<file path="src/common/ptmr_regs.svh">
// Register offsets, field positions and reset values of the periodic timer
// ****************************************************************************
// Overview of operation
// Capture input from A4 or B5 by route
// External clock from A3 or B4 by route
// Compare match raises event, clears counter, drives pin
// Three-bit field selects the counter clock source
// Separate events for comparator A and period
// External clock counts on selected rising/falling edge
// External clock pin triggers single pulse output
// Capture on rising, falling or both edges
// External clock pin may replace capture input
// Output pins set, clear, toggle or carry PWM
// Software adjusts PWM period and duty
// Software enables pin sharing before use
// High bytes direct, low bytes via one buffer
// Comparator low write only loads the buffer
// Comparator high write also moves buffer low
// High read copies matching low into buffer
// Low read returns buffer, not live byte
// Software writes low first, reads high first
// Ten-bit up-counter, comparators use all bits
// Second output pin always inverts the first
// One buffer; captures land in comparator A
// ****************************************************************************
`ifndef PTMR_REGS_SVH
`define PTMR_REGS_SVH

// ****************************************************************************
// Register offsets
// ****************************************************************************
`define PTMR_ADDR_CTRL0 4'h0
`define PTMR_ADDR_CTRL1 4'h1
`define PTMR_ADDR_CNT_LO 4'h2
`define PTMR_ADDR_CNT_HI 4'h3
`define PTMR_ADDR_CMPA_LO 4'h4
`define PTMR_ADDR_CMPA_HI 4'h5
`define PTMR_ADDR_PER_LO 4'h6
`define PTMR_ADDR_PER_HI 4'h7
`define PTMR_ADDR_ROUTE 4'h8

// ****************************************************************************
// Field positions
// ****************************************************************************
`define PTMR_C0_PAUSE 7
`define PTMR_C0_CKSEL 6:4
`define PTMR_C0_ON 3
`define PTMR_C1_MODE 7:6
`define PTMR_C1_FN 5:4
`define PTMR_C1_INIT 3
`define PTMR_C1_POL 2
`define PTMR_C1_CAPSRC 1
`define PTMR_C1_CCLR 0
`define PTMR_RT_CAP 3:2
`define PTMR_RT_CLK 1:0
`define PTMR_HI_BITS 1:0

// ****************************************************************************
// Encodings and reset values
// ****************************************************************************
`define PTMR_MODE_CMP 2'h0
`define PTMR_MODE_CAP 2'h1
`define PTMR_MODE_PWM 2'h2
`define PTMR_MODE_TMR 2'h3
`define PTMR_FN_0 2'h0
`define PTMR_FN_1 2'h1
`define PTMR_FN_2 2'h2
`define PTMR_FN_3 2'h3
`define PTMR_CK_SYS4 3'h0
`define PTMR_CK_SYS 3'h1
`define PTMR_CK_H16 3'h2
`define PTMR_CK_H64 3'h3
`define PTMR_CK_SUB0 3'h4
`define PTMR_CK_SUB1 3'h5
`define PTMR_CK_EXTR 3'h6
`define PTMR_CK_EXTF 3'h7
`define PTMR_DIV_SYS 4
`define PTMR_DIV_H16 16
`define PTMR_DIV_H64 64
`define PTMR_RST_BYTE 8'h00
`define PTMR_RST_CNT 10'h000

`endif

</file>
<file path="src/common/ptmr_pkg.sv">
// Types shared by the periodic timer modules
package ptmr_pkg;
  typedef struct packed {
    logic pause;
    logic [2:0] cksel;
    logic on;
    logic [1:0] mode;
    logic [1:0] fn;
    logic init;
    logic pol;
    logic capsrc;
    logic cclr;
    logic [3:0] route;
    logic [9:0] cnt;
    logic [9:0] cmp_a;
    logic [9:0] per;
    logic [7:0] lo_buf;
    logic [7:0] rdata;
    logic out;
    logic on_prev;
    logic sp_run;
    logic ext_prev;
    logic cap_prev;
    logic irq_a;
    logic irq_p;
  } ptmr_state_type;

  typedef struct packed {
    logic meta;
    logic level;
  } ptmr_sync_type;
endpackage

</file>
<file path="src/hdl/ptmr_sync.sv">
// Two-stage synchroniser for a pin or foreign clock level
module ptmr_sync
  import ptmr_pkg::*;
(
  input wire logic ref_clk,
  input wire logic sys_rst,
  input wire logic pin_in,
  output logic level_out
);
  ptmr_sync_type st_q;
  ptmr_sync_type st_d;

  always_comb begin
    st_d.meta = pin_in;
    st_d.level = st_q.meta;
  end

  always_ff @(posedge ref_clk) begin
    if (sys_rst) begin
      st_q <= '0;
    end else begin
      st_q <= st_d;
    end
  end

  assign level_out = st_q.level;
endmodule

</file>
<file path="src/hdl/ptmr_prescale.sv">
// Tick divider: one output tick per DIV input ticks
module ptmr_prescale
  import ptmr_pkg::*;
#(
  parameter int DIV = 4
) (
  input wire logic ref_clk,
  input wire logic sys_rst,
  input wire logic in_tick,
  output logic out_tick
);
  localparam int CW = $clog2(DIV);
  localparam logic [CW-1:0] LAST = CW'(DIV - 1);
  logic [CW-1:0] cnt_q;
  logic [CW-1:0] cnt_d;

  always_comb begin
    cnt_d = cnt_q;
    if (in_tick) begin
      cnt_d = (cnt_q == LAST) ? '0 : cnt_q + CW'(1);
    end
  end

  always_ff @(posedge ref_clk) begin
    if (sys_rst) begin
      cnt_q <= '0;
    end else begin
      cnt_q <= cnt_d;
    end
  end

  // Combinational tick keeps the divided clock phase aligned with the source
  assign out_tick = in_tick && (cnt_q == LAST);
endmodule

</file>
<file path="src/hdl/ptmr_core.sv">
// Periodic timer core: counter, comparators, capture, outputs and byte access
`include "ptmr_regs.svh"
module ptmr_core
  import ptmr_pkg::*;
(
  input wire logic ref_clk,
  input wire logic sys_rst,
  input wire logic [3:0] reg_addr,
  input wire logic [7:0] reg_wdata,
  input wire logic reg_wr,
  input wire logic reg_rd,
  output logic [7:0] reg_rdata,
  input wire logic port_a_bit_three,
  input wire logic port_a_bit_four,
  input wire logic port_b_bit_four,
  input wire logic port_b_bit_five,
  input wire logic high_clk,
  input wire logic sub_clk,
  output logic timer_output_pin,
  output logic timer_output_inverted_pin,
  output logic irq_compare_a,
  output logic irq_period
);
  ptmr_state_type st_q;
  ptmr_state_type st_d;

  logic pa3_s;
  logic pa4_s;
  logic pb4_s;
  logic pb5_s;
  logic hclk_s;
  logic sclk_s;
  logic hclk_prev_q;
  logic sclk_prev_q;
  logic hclk_tick;
  logic sclk_tick;
  logic sys4_tick;
  logic h16_tick;
  logic h64_tick;
  logic ext_lvl;
  logic cap_lvl;
  logic ext_rise;
  logic ext_fall;
  logic cap_rise;
  logic cap_fall;
  logic src_rise;
  logic src_fall;
  logic src_tick;
  logic run;
  logic cnt_tick;
  logic match_a;
  logic match_p;
  logic clear_hit;
  logic cap_hit;
  logic on_rise;

  // ****************************************************************************
  // Pin and clock synchronisers
  // ****************************************************************************
  ptmr_sync u_sync_pa3 (.ref_clk(ref_clk), .sys_rst(sys_rst), .pin_in(port_a_bit_three),
    .level_out(pa3_s));
  ptmr_sync u_sync_pa4 (.ref_clk(ref_clk), .sys_rst(sys_rst), .pin_in(port_a_bit_four),
    .level_out(pa4_s));
  ptmr_sync u_sync_pb4 (.ref_clk(ref_clk), .sys_rst(sys_rst), .pin_in(port_b_bit_four),
    .level_out(pb4_s));
  ptmr_sync u_sync_pb5 (.ref_clk(ref_clk), .sys_rst(sys_rst), .pin_in(port_b_bit_five),
    .level_out(pb5_s));
  ptmr_sync u_sync_hclk (.ref_clk(ref_clk), .sys_rst(sys_rst), .pin_in(high_clk),
    .level_out(hclk_s));
  ptmr_sync u_sync_sclk (.ref_clk(ref_clk), .sys_rst(sys_rst), .pin_in(sub_clk),
    .level_out(sclk_s));

  // Foreign clocks are sampled, so they must run below half of ref_clk
  always_ff @(posedge ref_clk) begin
    if (sys_rst) begin
      hclk_prev_q <= 1'b0;
      sclk_prev_q <= 1'b0;
    end else begin
      hclk_prev_q <= hclk_s;
      sclk_prev_q <= sclk_s;
    end
  end

  assign hclk_tick = hclk_s && !hclk_prev_q;
  assign sclk_tick = sclk_s && !sclk_prev_q;

  // ****************************************************************************
  // Clock dividers
  // ****************************************************************************
  ptmr_prescale #(.DIV(`PTMR_DIV_SYS)) u_div_sys4 (.ref_clk(ref_clk), .sys_rst(sys_rst),
    .in_tick(1'b1), .out_tick(sys4_tick));
  ptmr_prescale #(.DIV(`PTMR_DIV_H16)) u_div_h16 (.ref_clk(ref_clk), .sys_rst(sys_rst),
    .in_tick(hclk_tick), .out_tick(h16_tick));
  ptmr_prescale #(.DIV(`PTMR_DIV_H64)) u_div_h64 (.ref_clk(ref_clk), .sys_rst(sys_rst),
    .in_tick(hclk_tick), .out_tick(h64_tick));

  // ****************************************************************************
  // Pin routing and edge detection
  // ****************************************************************************
  always_comb begin
    ext_lvl = st_q.route[1] ? pb4_s : pa3_s;
    cap_lvl = st_q.route[3] ? pb5_s : pa4_s;
    ext_rise = ext_lvl && !st_q.ext_prev;
    ext_fall = !ext_lvl && st_q.ext_prev;
    cap_rise = cap_lvl && !st_q.cap_prev;
    cap_fall = !cap_lvl && st_q.cap_prev;
    src_rise = st_q.capsrc ? ext_rise : cap_rise;
    src_fall = st_q.capsrc ? ext_fall : cap_fall;
    unique case (st_q.cksel)
      `PTMR_CK_SYS4: src_tick = sys4_tick;
      `PTMR_CK_SYS: src_tick = 1'b1;
      `PTMR_CK_H16: src_tick = h16_tick;
      `PTMR_CK_H64: src_tick = h64_tick;
      `PTMR_CK_SUB0: src_tick = sclk_tick;
      `PTMR_CK_SUB1: src_tick = sclk_tick;
      `PTMR_CK_EXTR: src_tick = ext_rise;
      `PTMR_CK_EXTF: src_tick = ext_fall;
    endcase
  end

  // ****************************************************************************
  // Counter, comparators, capture and output
  // ****************************************************************************
  always_comb begin
    st_d = st_q;
    st_d.irq_a = 1'b0;
    st_d.irq_p = 1'b0;
    st_d.ext_prev = ext_lvl;
    st_d.cap_prev = cap_lvl;
    st_d.on_prev = st_q.on;
    on_rise = st_q.on && !st_q.on_prev;
    // Single pulse mode holds the counter until its trigger arrives
    run = st_q.on && !st_q.pause && !(st_q.mode == `PTMR_MODE_PWM &&
      st_q.fn == `PTMR_FN_3 && !st_q.sp_run);
    cnt_tick = run && src_tick;
    match_a = cnt_tick && (st_q.cnt == st_q.cmp_a) && (st_q.mode != `PTMR_MODE_CAP);
    match_p = cnt_tick && (st_q.cnt == st_q.per);
    clear_hit = st_q.cclr ? match_a : match_p;
    cap_hit = 1'b0;
    if (st_q.mode == `PTMR_MODE_CAP && st_q.on) begin
      unique case (st_q.fn)
        `PTMR_FN_0: cap_hit = src_rise;
        `PTMR_FN_1: cap_hit = src_fall;
        `PTMR_FN_2: cap_hit = src_rise || src_fall;
        `PTMR_FN_3: cap_hit = 1'b0;
      endcase
    end
    if (on_rise) begin
      st_d.cnt = `PTMR_RST_CNT;
      st_d.out = st_q.init;
      st_d.sp_run = 1'b0;
    end else if (cnt_tick) begin
      st_d.cnt = clear_hit ? `PTMR_RST_CNT : st_q.cnt + 10'h001;
    end
    st_d.irq_a = match_a || cap_hit;
    st_d.irq_p = match_p;
    if (cap_hit) begin
      st_d.cmp_a = st_q.cnt;
    end
    if (!on_rise && st_q.on) begin
      unique case (st_q.mode)
        `PTMR_MODE_CMP: begin
          if (match_a) begin
            unique case (st_q.fn)
              `PTMR_FN_0: st_d.out = st_q.out;
              `PTMR_FN_1: st_d.out = 1'b0;
              `PTMR_FN_2: st_d.out = 1'b1;
              `PTMR_FN_3: st_d.out = !st_q.out;
            endcase
          end
        end
        `PTMR_MODE_PWM: begin
          unique case (st_q.fn)
            `PTMR_FN_0: st_d.out = 1'b0;
            `PTMR_FN_1: st_d.out = 1'b1;
            `PTMR_FN_2: st_d.out = (st_d.cnt < st_q.cmp_a);
            `PTMR_FN_3: begin
              if (!st_q.sp_run && ext_rise) begin
                st_d.sp_run = 1'b1;
                st_d.out = 1'b1;
                st_d.cnt = `PTMR_RST_CNT;
              end else if (st_q.sp_run && match_a) begin
                st_d.sp_run = 1'b0;
                st_d.out = 1'b0;
              end
            end
          endcase
        end
        `PTMR_MODE_CAP: st_d.out = st_q.out;
        `PTMR_MODE_TMR: st_d.out = st_q.out;
      endcase
    end

    // ****************************************************************************
    // Register access; bus writes win over a capture in the same cycle
    // ****************************************************************************
    if (reg_wr) begin
      unique case (reg_addr)
        `PTMR_ADDR_CTRL0: begin
          st_d.pause = reg_wdata[`PTMR_C0_PAUSE];
          st_d.cksel = reg_wdata[`PTMR_C0_CKSEL];
          st_d.on = reg_wdata[`PTMR_C0_ON];
        end
        `PTMR_ADDR_CTRL1: begin
          st_d.mode = reg_wdata[`PTMR_C1_MODE];
          st_d.fn = reg_wdata[`PTMR_C1_FN];
          st_d.init = reg_wdata[`PTMR_C1_INIT];
          st_d.pol = reg_wdata[`PTMR_C1_POL];
          st_d.capsrc = reg_wdata[`PTMR_C1_CAPSRC];
          st_d.cclr = reg_wdata[`PTMR_C1_CCLR];
        end
        `PTMR_ADDR_ROUTE: st_d.route = reg_wdata[3:0];
        `PTMR_ADDR_CMPA_LO: st_d.lo_buf = reg_wdata;
        `PTMR_ADDR_PER_LO: st_d.lo_buf = reg_wdata;
        `PTMR_ADDR_CMPA_HI: st_d.cmp_a = {reg_wdata[`PTMR_HI_BITS], st_q.lo_buf};
        `PTMR_ADDR_PER_HI: st_d.per = {reg_wdata[`PTMR_HI_BITS], st_q.lo_buf};
        default: st_d.lo_buf = st_q.lo_buf;
      endcase
    end
    st_d.rdata = `PTMR_RST_BYTE;
    if (reg_rd) begin
      unique case (reg_addr)
        `PTMR_ADDR_CTRL0: st_d.rdata = {st_q.pause, st_q.cksel, st_q.on, 3'h0};
        `PTMR_ADDR_CTRL1: st_d.rdata = {st_q.mode, st_q.fn, st_q.init, st_q.pol,
          st_q.capsrc, st_q.cclr};
        `PTMR_ADDR_ROUTE: st_d.rdata = {4'h0, st_q.route};
        `PTMR_ADDR_CNT_HI: begin
          st_d.rdata = {6'h00, st_q.cnt[9:8]};
          st_d.lo_buf = st_q.cnt[7:0];
        end
        `PTMR_ADDR_CMPA_HI: begin
          st_d.rdata = {6'h00, st_q.cmp_a[9:8]};
          st_d.lo_buf = st_q.cmp_a[7:0];
        end
        `PTMR_ADDR_PER_HI: begin
          st_d.rdata = {6'h00, st_q.per[9:8]};
          st_d.lo_buf = st_q.per[7:0];
        end
        `PTMR_ADDR_CNT_LO: st_d.rdata = st_q.lo_buf;
        `PTMR_ADDR_CMPA_LO: st_d.rdata = st_q.lo_buf;
        `PTMR_ADDR_PER_LO: st_d.rdata = st_q.lo_buf;
        default: st_d.rdata = `PTMR_RST_BYTE;
      endcase
    end
  end

  always_ff @(posedge ref_clk) begin
    if (sys_rst) begin
      st_q <= '0;
    end else begin
      st_q <= st_d;
    end
  end

  // ****************************************************************************
  // Outputs
  // ****************************************************************************
  assign reg_rdata = st_q.rdata;
  assign timer_output_pin = st_q.out ^ st_q.pol;
  assign timer_output_inverted_pin = !(st_q.out ^ st_q.pol);
  assign irq_compare_a = st_q.irq_a;
  assign irq_period = st_q.irq_p;
endmodule

</file>
<file path="config.mk">
export PLATFORM = sky130hd
export DESIGN_NAME = ptmr_core
export DESIGN_NICKNAME = d
export VERILOG_FILES = /design/src/common/ptmr_pkg.sv /design/src/hdl/ptmr_sync.sv /design/src/hdl/ptmr_prescale.sv /design/src/hdl/ptmr_core.sv
export VERILOG_INCLUDE_DIRS = /design/src /design/src/common
export SDC_FILE = /design/constraint.sdc
export NUM_CORES = 1
export LEC_CHECK = 0
export ABC_AREA = 1
export BUFFER_PORTS_ARGS = -buffer_cell sky130_fd_sc_hd__buf_2
export CORE_AREA = 2 2 109 111
export CTS_CLUSTER_DIAMETER = 150
export DETAILED_ROUTE_END_ITERATION = 8
export DIE_AREA = 0 0 111 113
export GPL_ROUTABILITY_DRIVEN = 0
export PLACE_DENSITY = 0.7
export SYNTH_ARGS = -nofsm -noshare
export SYNTH_HDL_FRONTEND = slang
export SYNTH_HIERARCHICAL = 1
export SYNTH_SLANG_ARGS = --single-unit
export TNS_END_PERCENT = 30
</file>
<file path="constraint.sdc">
create_clock -name ref_clk -period 4.9 [get_ports ref_clk]
set_input_delay 0.49 -clock ref_clk [delete_from_list [all_inputs] [get_ports ref_clk]]
set_output_delay 0.49 -clock ref_clk [all_outputs]
set_load 0.01 [all_outputs]
</file>
==> impl_metrics.csv <==
group,metric,value,unit
clocking,htree_levels,3,
synth,netlist_area,5029,um^2
place,dp.cells,889,
timing,skew,11.32,ps
floorplan,start_util,44.61,%
synth,synthArstFlopShare,0,%
timing,hold_violations,0,
worst_hold_path,worstHoldStart,"port_b_bit_four",
global_route,grtUsageTotal,22.32,%
floorplan,die-area,12540,um^2
synth,synth_area_leaders,"dfxtp_1 (38%), nand2_1 (9.3%), inv_1 (8.4%), o21ai_0 (7.2%), a21oi_1 (6.7%)",
critical_path,crit_start,"u_sync_hclk/level_out",
clocking,cts.clk_slew.worst_paths,80,ps
timing,worstMarginPinSlew,804.5,ps
clocking,cts_sinks,96,
floorplan,die_x,111,um
timing,rsz0062_at_grt,"no",
synth,ys_warn_count,6,
clocking,cts_root_buffer,"clkbuf_16",
critical_path,arrival,3820,ps
global_route,grt_pass1_vias,4508,
routing,dr_total_vias,4745,
power,p_switching,0.0004361,W
synth,synth_seq_area_share,38.22,%
floorplan,io_pins,34,
critical_path,ff2ff_path_depth,28,
timing,fin_setup_tns,0,ps
synth,yosys-top-cells-count,"nand2_1 (124), inv_1 (113), dfxtp_1 (96)",
critical_path,r2r_end,"st_q[6]",
power,swShare,26.72,%
routing,drtIter0Drc,336,
power,internal_power,0.001196,W
floorplan,rows,39,
clocking,clock_latency,360,ps
clocking,cts_resized,0,
global_route,overflow,0,
worst_hold_path,holdPathStages,3,
synth,synth.most_common_cell,"nand2_1",
clocking,cts_tree,"yes",
synth,synth_seq_cells,96,
clocking,clk_path_buf_depth,2,
clocking,cts_setup_buffers,0,
clocking,cts-hold-fix-buffers,0,
floorplan,fp.coreArea,11270,um^2
synth,yosys.area.top_type_share,38.22,%
cells_and_area,antenna_cells,0,
floorplan,die_h,113,um
place,hpwl,9.870,mm
critical_path,end_kind,"flip-flop",
critical_path,crit_type,"flip-flop to flip-flop",
critical_path,timing.rr.start,"u_sync_hclk/level_out",
global_route,antenna_found_initial,0,
routing,avgRoutedWirePerCell,14.63,um
routing,viasPerCell,5.243,
power,finalPower,0.001632,W
critical_path,startpoint_type,"flip-flop",
power,worst_ir_drop_vdd,0.0002356,V
power,pwr-share-comb,7.7,%
power,p_seq_share,49.7,%
synth,synth-edff-count,0,
routing,wl,13.24,mm
power,p_leak,2.414,nW
global_route,grt_max_degree,48,
cells_and_area,num-nets-final,792,
routing,drtPass1Iterations,5,
place,io_buffers,33,
critical_path,crit_slowest_cell,"a2111oi_0",
power,clkPwrFrac,42.6,%
timing,whs,327.5,ps
outcome,status,"completed",
synth,synth_flop_cell,"dfxtp_1",
critical_path,cp_common_cell,"nand2_1",
worst_hold_path,hold_path_end,"u_sync_pb4/st_d[0]",
global_route,grt_pass1_wl,22.09,mm
synth,synth.largest_area_cell,"dfxtp_1",
synth,synth_area_per_cell,6.907,um^2
timing,relSlewSlack,46.04,%
timing,period_share,72.15,%
critical_path,worstPathMaxFanout,12,
cells_and_area,fin_cells,905,
routing,ant_nets,0,
timing,period_needed,3535,ps
routing,drc,0,
timing,finalSetupViolCount,0,
job,maxCapViolCount,0,
critical_path,ff2ff_setup_slack,1360,ps
cells_and_area,syn2layout_area_growth,11.12,%
critical_path,critPathRequiredTime,5190,ps
timing,max_freq,0.2829,GHz
clocking,cts_made_buffers,9,
cells_and_area,drive_above_1_share,13.12,%
critical_path,critPathMaxStageDelay,350,ps
synth,syn_inst,728,
cells_and_area,fin_util,49.57,%
power,power.density,292.1,nW/um^2
synth,netlist-cell-type-count,44,
timing,slew_violations,0,
worst_hold_path,hp-class,"input pin to flip-flop",
==> state kept, by name, indices dropped and copies added, names as in the netlist, 2 cells and up <==
signal,flops
u_div_h16/cnt_q,4
u_div_sys4/cnt_q,2
st_q,59
u_div_h64/cnt_q,6
reg_rdata,8
==> power groups by stage <==
stage / registers [W] / clock network, W / logic (W)
after CTS: 0.000811 / 0.000705 / 0.000124
after global routing: 0.000814 / 0.000741 / 0.000142
after floorplan: 0.000826 / 0 / 0.0000812
after detailed placement: 0.000829 / 0 / 0.000124
final: 0.000811 / 0.000695 / 0.000126
after global placement: 0.000829 / 0 / 0.000123
==> cell usage in the layout (no fill, tap or decap), types with 3 or more instances in the layout <==
| master | instances |
|---|---|
| a21oi_1 | 67 |
| a41oi_1 | 6 |
| buf_2 | 33 |
| buf_4 | 6 |
| clkbuf_16 | 9 |
| conb_1 | 5 |
| dfxtp_1 | 96 |
| ha_1 | 13 |
| inv_1 | 113 |
| inv_2 | 13 |
| nand2_1 | 124 |
| nand2_2 | 8 |
| nand2_4 | 3 |
| nand3_1 | 24 |
| nand4_1 | 4 |
| nor2_1 | 82 |
| nor2_2 | 5 |
| nor2_4 | 5 |
| nor3_1 | 10 |
| nor3_2 | 3 |
| o21ai_0 | 72 |
| o21ai_1 | 6 |
| o22ai_1 | 12 |
| xnor2_1 | 8 |
| xor2_1 | 5 |
==> area by class of cell <==
| class | instances | area [um^2] |
|---|---|---|
| clock buffer | 9 | 225.2 |
| clock inverter | 7 | 63.81 |
| fill | 1146 | 5684 |
| inverter | 127 | 476.7 |
| multi-input combinational | 484 | 2511 |
| sequential | 96 | 1922 |
| tap | 143 | 178.9 |
| timing repair buffer | 39 | 210.2 |
==> metal layers <==
metal	global-route usage, %	share of wire (%)	vias up
met4	13.17	3.7	0
met5	0	0	-
met1	27.72	42	2146
li1	-	-	2383
met2	37.22	48	183
met3	3.107	6.3	33
==> worst max path at each step <==
stage	end	slack, ps	cells past startpoint
2_1_floorplan	st_q[6]	1640	27
3_3_place_gp	st_q[6]	1470	28
3_5_place_dp	st_q[6]	1410	28
4_1_cts	st_q[6]	1380	28
5_1_grt	st_q[6]	1040	28
6_report	st_q[6]	1360	28
==> metrics by stage <==
step / area (um^2) / setup slack, ps
6_report: 5588 / 1365
5_1_grt: 5588 / 1043
4_1_cts: 5588 / 1380
3_5_place_dp: 5299 / 1405
3_3_place_gp: 5299 / 1473
2_1_floorplan: 5044 / 1644
==> worst max-delay path, delay by kind of cell, from the launching register on <==
kind / cells / cell delay [ps]
AO/OA/AOI/OAI: 5 / 860
adder cells (fa/ha/maj): 1 / 280
buffers and inverters: 6 / 460
flip-flops: 1 / 320
AND/OR/NAND/NOR: 16 / 1560
==> kinds of logic (layout without fill, tap and decap cells) <==
group | count (synthesis) | in the layout | synth area share [%]
adder cells (fa/ha/maj) | 13 | 13 | 3.235
AO/OA/AOI/OAI | 175 | 175 | 18.99
buffers and inverters | 152 | 182 | 12.14
other | 1 | 5 | 0.07457
multiplexers | 2 | 2 | 0.3981
XOR/XNOR | 13 | 13 | 2.264
flip-flops | 96 | 96 | 38.22
AND/OR/NAND/NOR | 276 | 276 | 24.68
Note: power is estimated with default switching activity, not from simulation.
